## src/rtl/nvcr_defines.vh

```
// Purpose: Constants for the memory clock setup and options register block
// Assumes: 8-bit register port, byte-wide registers
// Notes:   Offsets are register indices on the local register port
`ifndef NVCR_DEFINES_VH
`define NVCR_DEFINES_VH

// Register offsets
`define NVCR_OFF_CLK_SETUP    4'h0
`define NVCR_OFF_CONFIG       4'h1
`define NVCR_OFF_OPTIONS      4'h2
`define NVCR_OFF_PROTECT      4'h3
`define NVCR_OFF_STATUS       4'h4
`define NVCR_OFF_KEY_FIRST    4'h8
`define NVCR_OFF_KEY_LAST     4'hf

// Clock setup fields
`define NVCR_LOADED_BIT       7
`define NVCR_PRESCALE_BIT     6
`define NVCR_RATIO_MSB        5
`define NVCR_CLK_SETUP_RST    8'h00
`define NVCR_PRESCALE_DIV     4'h8

// Config fields
`define NVCR_KEYMODE_BIT      5
`define NVCR_CONFIG_MASK      8'h20

// Options fields
`define NVCR_UNLOCK_BIT       7
`define NVCR_NORED_BIT        6
`define NVCR_SEC_MSB          1
`define NVCR_SEC_UNSECURED    2'h2
`define NVCR_OPTIONS_MASK     8'hc3

// Status fields
`define NVCR_ST_ENABLE_BIT    0
`define NVCR_ST_SECURE_BIT    1
`define NVCR_ST_REDIR_BIT     2
`define NVCR_ST_TICK_BIT      3

// Timing pulse limits and reference clock period, in ns
`define NVCR_PULSE_MIN_NS     5000
`define NVCR_PULSE_MAX_NS     6700
`define NVCR_CLK_PERIOD_NS    10

`endif

```

## src/rtl/nvcr_top.v

```verilog
// Purpose: Clock-ratio setup and working options/protection registers of an
//          on-chip nonvolatile memory, with backdoor key unlock.
// Assumes: Register port is 8-bit, read data one cycle after the read strobe.
//          Stored option, protect and key bytes are stable inputs.
// Notes:   Command sequencer and array are outside; this block gates them.
// Overview of operation
// Top bit of clock setup is read-only loaded flag, set by first write.
// Low seven bits readable always, writable once after reset.
// Erase and program disabled until loaded flag is set.
// Software writes clock setup before any erase or program.
// Prescaler feeds bus clock, or bus clock divided by eight when bit 6 set.
// Prescaler output divided by ratio field plus one gives memory clock.
// Software keeps memory clock between 150 kHz and 200 kHz.
// One memory clock period is the program/erase timing pulse.
// Sequencer times each operation as whole number of timing pulses.
// Recommended: prescale set ratio 12 at 20 MHz, clear ratio 49 at 10 MHz.
// Module exposes five readable 8-bit control and status registers.
// Reset copies stored options and protect bytes into working registers.
// Working options register ignores software writes; reloads only at reset.
// Unlock-allow bit zero means backdoor key never disengages security.
// Key comparison writes accepted only from secured firmware, never debug.
// Matching 8-byte key written in ascending order unsecures until reset.
// Redirect-off bit set disables vector redirection; clear enables it.
// Security code 1:0 is unsecured; all other codes mean secure.
// While secure, block memory access from unsecured sources.
// Force security code to 1:0 after key match or blank check pass.
// Blocked secure access: writes ignored, reads return zeros.
// Key-entry mode set makes key location writes comparison values.
// Later clock setup writes ignored silently, nothing changes.
`timescale 1ns/1ps
`include "nvcr_defines.vh"

module nvcr_top #(
    parameter RATIO_W = 6
) (
    // Clock and reset
    input  wire        ref_clk_in,
    input  wire        rst_n_in,
    // Register port
    input  wire [3:0]  reg_addr_in,
    input  wire [7:0]  reg_wdata_in,
    input  wire        reg_wr_in,
    input  wire        reg_rd_in,
    input  wire        reg_src_secure_in,
    output reg  [7:0]  reg_rdata_out,
    // Stored nonvolatile bytes
    input  wire [7:0]  stored_options_byte_in,
    input  wire [7:0]  stored_protect_byte_in,
    input  wire [63:0] stored_unlock_key_in,
    // Debug port and sequencer
    input  wire        debug_protect_wr_in,
    input  wire        blank_check_pass_in,
    // Memory access gate
    input  wire        mem_req_in,
    input  wire        mem_src_secure_in,
    input  wire        mem_wr_in,
    input  wire [7:0]  mem_rdata_in,
    output wire        mem_wr_allow_out,
    output reg  [7:0]  mem_rdata_out,
    // Control outputs
    output wire        erase_prog_enable_out,
    output reg         nvm_pulse_tick_out,
    output wire        redirect_enable_out,
    output wire        secure_out
);

    localparam ST_IDLE  = 3'b001;
    localparam ST_ENTRY = 3'b010;
    localparam ST_FAIL  = 3'b100;

    reg               ratio_loaded_flag_reg;
    reg               prescale_eight_sel_reg;
    reg [RATIO_W-1:0] ratio_reg;
    reg [7:0]         working_options_reg;
    reg [7:0]         working_protect_reg;
    reg               load_pending_reg;
    reg               key_entry_mode_reg;
    reg [2:0]         key_state_reg;
    reg [2:0]         key_state_next;
    reg [3:0]         key_count_reg;
    reg               key_match_reg;
    reg [2:0]         pre_count_reg;
    reg [RATIO_W-1:0] div_count_reg;

    wire wr_setup  = reg_wr_in && (reg_addr_in == `NVCR_OFF_CLK_SETUP);
    wire wr_config = reg_wr_in && (reg_addr_in == `NVCR_OFF_CONFIG);
    wire wr_prot   = reg_wr_in && (reg_addr_in == `NVCR_OFF_PROTECT);
    wire key_addr  = (reg_addr_in >= `NVCR_OFF_KEY_FIRST);
    wire key_wr    = reg_wr_in && key_addr && key_entry_mode_reg
                     && reg_src_secure_in;
    wire [2:0] key_index = reg_addr_in[2:0];

    function [7:0] key_byte;
        input [63:0] key;
        input [2:0]  idx;
        begin
            key_byte = key[8*idx +: 8];
        end
    endfunction

    // Clock setup: write once, flag set on first write
    always @(posedge ref_clk_in or negedge rst_n_in) begin
        if (!rst_n_in) begin
            ratio_loaded_flag_reg  <= 1'b0;
            prescale_eight_sel_reg <= 1'b0;
            ratio_reg              <= {RATIO_W{1'b0}};
        end else if (wr_setup && !ratio_loaded_flag_reg) begin
            ratio_loaded_flag_reg  <= 1'b1;
            prescale_eight_sel_reg <= reg_wdata_in[`NVCR_PRESCALE_BIT];
            ratio_reg              <= reg_wdata_in[RATIO_W-1:0];
        end
    end

    assign erase_prog_enable_out = ratio_loaded_flag_reg;

    // Prescaler and divider; one tick per memory clock period
    always @(posedge ref_clk_in or negedge rst_n_in) begin
        if (!rst_n_in) begin
            pre_count_reg      <= 3'h0;
            div_count_reg      <= {RATIO_W{1'b0}};
            nvm_pulse_tick_out <= 1'b0;
        end else begin
            nvm_pulse_tick_out <= 1'b0;
            if (ratio_loaded_flag_reg) begin
                if (!prescale_eight_sel_reg || pre_count_reg == 3'h7) begin
                    pre_count_reg <= 3'h0;
                    if (div_count_reg == ratio_reg) begin
                        div_count_reg      <= {RATIO_W{1'b0}};
                        nvm_pulse_tick_out <= 1'b1;
                    end else begin
                        div_count_reg <= div_count_reg + 1'b1;
                    end
                end else begin
                    pre_count_reg <= pre_count_reg + 3'h1;
                end
            end
        end
    end

    // Working options and protection, loaded after reset release
    always @(posedge ref_clk_in or negedge rst_n_in) begin
        if (!rst_n_in) begin
            load_pending_reg    <= 1'b1;
            working_options_reg <= 8'h00;
            working_protect_reg <= 8'h00;
        end else begin
            if (load_pending_reg) begin
                load_pending_reg    <= 1'b0;
                working_options_reg <= stored_options_byte_in & `NVCR_OPTIONS_MASK;
                working_protect_reg <= stored_protect_byte_in;
            end else begin
                if (key_match_reg || blank_check_pass_in)
                    working_options_reg[`NVCR_SEC_MSB:0] <= `NVCR_SEC_UNSECURED;
                if (wr_prot && debug_protect_wr_in)
                    working_protect_reg <= reg_wdata_in;
            end
        end
    end

    // Key entry mode bit
    always @(posedge ref_clk_in or negedge rst_n_in) begin
        if (!rst_n_in)
            key_entry_mode_reg <= 1'b0;
        else if (wr_config && reg_src_secure_in)
            key_entry_mode_reg <= reg_wdata_in[`NVCR_KEYMODE_BIT];
    end

    // Key comparison sequencer
    always @* begin
        key_state_next = key_state_reg;
        case (key_state_reg)
            ST_IDLE:  if (key_entry_mode_reg) key_state_next = ST_ENTRY;
            ST_ENTRY: begin
                if (!key_entry_mode_reg)
                    key_state_next = ST_IDLE;
                else if (key_wr && (key_index != key_count_reg[2:0] ||
                         reg_wdata_in != key_byte(stored_unlock_key_in, key_index)))
                    key_state_next = ST_FAIL;
            end
            ST_FAIL:  if (!key_entry_mode_reg) key_state_next = ST_IDLE;
            default:  key_state_next = ST_IDLE;
        endcase
    end

    always @(posedge ref_clk_in or negedge rst_n_in) begin
        if (!rst_n_in) begin
            key_state_reg <= ST_IDLE;
            key_count_reg <= 4'h0;
            key_match_reg <= 1'b0;
        end else begin
            key_state_reg <= key_state_next;
            key_match_reg <= 1'b0;
            if (key_state_reg == ST_IDLE)
                key_count_reg <= 4'h0;
            else if (key_wr && key_count_reg != 4'h8)
                key_count_reg <= key_count_reg + 4'h1;
            if (key_state_reg == ST_ENTRY && !key_entry_mode_reg &&
                key_count_reg == 4'h8 && working_options_reg[`NVCR_UNLOCK_BIT])
                key_match_reg <= 1'b1;
        end
    end

    assign secure_out = (working_options_reg[`NVCR_SEC_MSB:0] != `NVCR_SEC_UNSECURED);
    assign redirect_enable_out = !working_options_reg[`NVCR_NORED_BIT];

    // Secure memory gate
    wire mem_ok = !secure_out || mem_src_secure_in;
    assign mem_wr_allow_out = mem_req_in && mem_wr_in && mem_ok;

    always @(posedge ref_clk_in or negedge rst_n_in) begin
        if (!rst_n_in)
            mem_rdata_out <= 8'h00;
        else if (mem_req_in && !mem_wr_in)
            mem_rdata_out <= mem_ok ? mem_rdata_in : 8'h00;
    end

    // Register read port
    always @(posedge ref_clk_in or negedge rst_n_in) begin
        if (!rst_n_in)
            reg_rdata_out <= 8'h00;
        else if (reg_rd_in) begin
            case (reg_addr_in)
                `NVCR_OFF_CLK_SETUP: reg_rdata_out <= {ratio_loaded_flag_reg, prescale_eight_sel_reg,
                                                       ratio_reg};
                `NVCR_OFF_CONFIG:    reg_rdata_out <= {2'h0, key_entry_mode_reg, 5'h00};
                `NVCR_OFF_OPTIONS:   reg_rdata_out <= working_options_reg;
                `NVCR_OFF_PROTECT:   reg_rdata_out <= working_protect_reg;
                `NVCR_OFF_STATUS:    reg_rdata_out <= {4'h0, nvm_pulse_tick_out, redirect_enable_out,
                                                       secure_out, erase_prog_enable_out};
                default:             reg_rdata_out <= 8'h00;
            endcase
        end
    end

endmodule // nvcr_top

```

## config.mk

```make
export PLATFORM = sky130hd
export DESIGN_NAME = nvcr_top
export DESIGN_NICKNAME = d
export VERILOG_FILES = /design/src/rtl/nvcr_top.v
export VERILOG_INCLUDE_DIRS = /design/src /design/src/rtl
export SDC_FILE = /design/constraint.sdc
export NUM_CORES = 1
export LEC_CHECK = 0
export ABC_CLOCK_PERIOD_IN_PS = 2100
export BUFFER_PORTS_ARGS = -buffer_cell sky130_fd_sc_hd__buf_4
export CAP_MARGIN = 15
export CORE_MARGIN = 5
export CORE_UTILIZATION = 49
export CTS_CLUSTER_DIAMETER = 100
export DETAILED_ROUTE_END_ITERATION = 7
export HOLD_SLACK_MARGIN = 0.06
export MAX_ROUTING_LAYER = met4
export PLACE_DENSITY = 0.8
export SLEW_MARGIN = 20
export SYNTH_ARGS = -nofsm -noshare
export SYNTH_HDL_FRONTEND = slang
export SYNTH_SLANG_ARGS = --single-unit
export TNS_END_PERCENT = 30
```

## constraint.sdc

```tcl
create_clock -name ref_clk_in -period 2.1 [get_ports ref_clk_in]
set_input_delay 0.21 -clock ref_clk_in [delete_from_list [all_inputs] [get_ports ref_clk_in]]
set_output_delay 0.21 -clock ref_clk_in [all_outputs]
set_load 0.03 [all_outputs]
```

==> summary.txt <==
Status
  – Run status: complete, no violations

Global routing
  – GRT overflow: 0
  – Gr usage total: 0.220
  – Vias in the first global route: 3,015
  – Initial antenna violation count: 0
  – Largest net degree at the start of global routing: 57
  – First-pass GRT wire length: 14,800 um

Setup path
  – R2R depth: 6
  – FF-to-FF End: div_count_reg[3]
  – Crit path launch type: flop
  – Worst Setup End Kind: flop
  – Critical path's slowest cell: nor3_1
  – R2r startpoint: div_count_reg[4]
  – Kind of critical path: flop to flop
  – CP Max Fanout: 6
  – R2R Setup Slk: 340 ps
  – Crit path from: div_count_reg[4]
  – Required @ worst endpoint: 2310 ps
  – Critical path arrival: 1960 ps
  – CP Cell Sequence: xnor2_1 > nand4_1 > nor3_1 > nand2b_1 > or3b_2 > nand2_1
  – CP peak stage delay: 460 ps

Cells and area
  – Finished Layout Cells: 533
  – Antenna diodes: 0
  – Layout cells sized above 1: 0.362
  – Most frequent cells in the layout: buf_4 (131), dfrtp_1 (54), mux2i_1 (33)
  – Final-stage net count: 567
  – Layout area overhead: 33.3%
  – Most common cell after layout, fill and taps aside: buf_4
  – Finished Cell Area: 0.00449 mm^2

Yosys
  – Mapped cell area: 0.00337 mm^2
  – Mapped Avg Cell Area: 10.3 um^2
  – Number of distinct library cells after synthesis: 55
  – Post-synthesis register bit count: 56
  – Synthesized net count: 443
  – Synth Instances: 328
  – Synth warn: 0
  – Sequential area share after synthesis: 0.417

Die
  – DIE AREA: 0.00863 mm^2
  – IO Pins: 131
  – Core Rows: 30
  – Die height: 92.9 um
  – Starting Density: 0.498
  – Die X: 92.9 um
  – Core Region: 0.00676 mm^2

Worst hold path
  – Min-delay src: blank_check_pass_in
  – Hold depth: 2
  – Worst hold path type: primary input to flop
  – WHS Endpoint: working_options_reg[0]

Detailed routing
  – Routed wire length: 9170 um
  – DRT Pass-1 Iters: 4
  – Via Count: 2,996
  – Antenna-violating nets left: 0
  – Routed len/inst: 17.2 um
  – Initial DRC count: 128
  – DRC Markers: 0
  – Vias per cell: 5.62

STA
  – Fin. max-slew vios: 0
  – Max Freq: 569 MHz
  – Post-Route Setup TNS: 0 ps
  – Worst Skew: 7.37 ps
  – RSZ-0062 raised after global routing: false
  – Final worst-path cycle share: 0.837
  – Worst slew pin tran: 692 ps
  – Final hold vios: 0
  – Final setup violation count: 0
  – Setup WS post-layout: 342 ps
  – Minimum clock period: 1760 ps
  – Max_slew headroom: 0.538

Clock tree
  – CTS clock-pin slew for the worst setup and hold paths: 100 ps
  – CTS Sinks: 56
  – CTS tree: yes
  – Clk Latency, worst-skew pair: 310 ps
  – CTS buffer count: 5
  – CTS max path bufs: 2
  – Root Driver: clkbuf_8
  – Setup repair bufs after CTS: 0
  – H-tree level count: 2
  – Post-cts gate resize count: 0
  – Hold buffers post-CTS: 1

Place
  – PortBufs: 126
  – DP Cell Count: 524
  – Worst slack, placed: 232 ps
  – Routability cong.: 0.905
  – Hpwl dp: 7250 um
  – Area post-placement: 0.00437 mm^2

Power
  – Final Power: 3.10 mW
  – Max VDD drop: 0.304 mV
  – PD cells: 692 mW/mm^2
  – Pleak: 2.13 nW

Flow run
  – MaxCap Viol Count: 0
## how the worst max path moves through the flow
stage | slack, ps | endpoint | cells after the start
6_report | 340 | div_count_reg[3] | 6
5_1_grt | 180 | div_count_reg[3] | 6
4_1_cts | 340 | div_count_reg[3] | 6
3_5_place_dp | 230 | key_state_reg[2] | 7
3_3_place_gp | 260 | key_state_reg[2] | 8
2_1_floorplan | 330 | div_count_reg[3] | 5
## worst max-delay path: cells and delay by family (launching register included)
family                    cells  cell delay, ps
DFF                           1             440
xor gates and xnor gates      1             180
and+or+nand+nor               5            1040
## routing by layer
metal,global-route usage,share of wire,up-vias
met1,0.290,0.43,1437
li1,-,-,1446
met4,0.0586,0.017,0
met2,0.356,0.50,98
met3,0.0349,0.054,15
met5,-,0,-
## Yosys cell counts (all sizes together)
cell | n | area, um^2
dfrtp | 54 | 1350
mux2i | 33 | 330
nand2 | 27 | 101
o21ai | 24 | 120
a22o | 16 | 140
nor2 | 16 | 70.1
mux2 | 15 | 173
inv | 14 | 52.6
xor2 | 11 | 96.3
a22oi | 10 | 75.1
buf | 10 | 77.6
o22ai | 10 | 62.6
xnor2 | 8 | 70.1
nand2b | 7 | 43.8
a21oi | 6 | 30.0
and3 | 6 | 37.5
clkbuf | 6 | 22.5
ha | 5 | 62.6
nand3b | 5 | 37.5
nor2b | 5 | 31.3
nand3 | 4 | 20.0
nor4 | 4 | 31.3
a221oi | 3 | 26.3
and2 | 3 | 18.8
a211oi | 2 | 20.0
dfstp | 2 | 52.6
mux4 | 2 | 45.0
nand4 | 2 | 12.5
nor3 | 2 | 10.0
nor3b | 2 | 20.0
o211ai | 2 | 20.0
a21o | 1 | 7.51
a221o | 1 | 10.0
conb | 1 | 3.75
nor4b | 1 | 15.0
o2111ai | 1 | 8.76
o21a | 1 | 7.51
o22a | 1 | 8.76
o2bb2a | 1 | 10.0
o31ai | 1 | 7.51
o32ai | 1 | 8.76
o41ai | 1 | 8.76
or3b | 1 | 8.76
## per-stage QoR
step                       util  hold slack (ps)
after floorplan               -            -85.6
after global placement    0.647              297
after detailed placement  0.647              300
after CTS                 0.664             83.5
after global routing      0.664             86.8
final                     0.664             91.5
## cells by family after synthesis
| group | count (synthesis) | synth area share |
|---|---|---|
| AND/OR/NAND/NOR | 85 | 0.136 |
| AO/OA/AOI/OAI | 82 | 0.170 |
| flip-flops | 56 | 0.417 |
| multiplexers | 50 | 0.163 |
| buffers and inverters | 30 | 0.0453 |
| XOR/XNOR | 19 | 0.0494 |
| adder cells (fa/ha/maj) | 5 | 0.0186 |
| other | 1 | 0.00111 |
## cell type report
cell class / count / area, um^2
Clock buffer: 6 / 72.6
Fill cell: 561 / 2270
Clock inverter: 2 / 35.0
Inverter: 14 / 52.6
Tap cell: 80 / 100
Timing Repair Buffer: 133 / 1010
Sequential cell: 56 / 1400
Multi-Input combinational cell: 242 / 1810
## where the power goes
part	internal, mW	switching (mW)	total (mW)
Combinational	0.497	0.502	0.998
Clock	0.354	0.340	0.694
Sequential	1.25	0.161	1.41
Note: power is estimated with default switching activity, not from simulation.
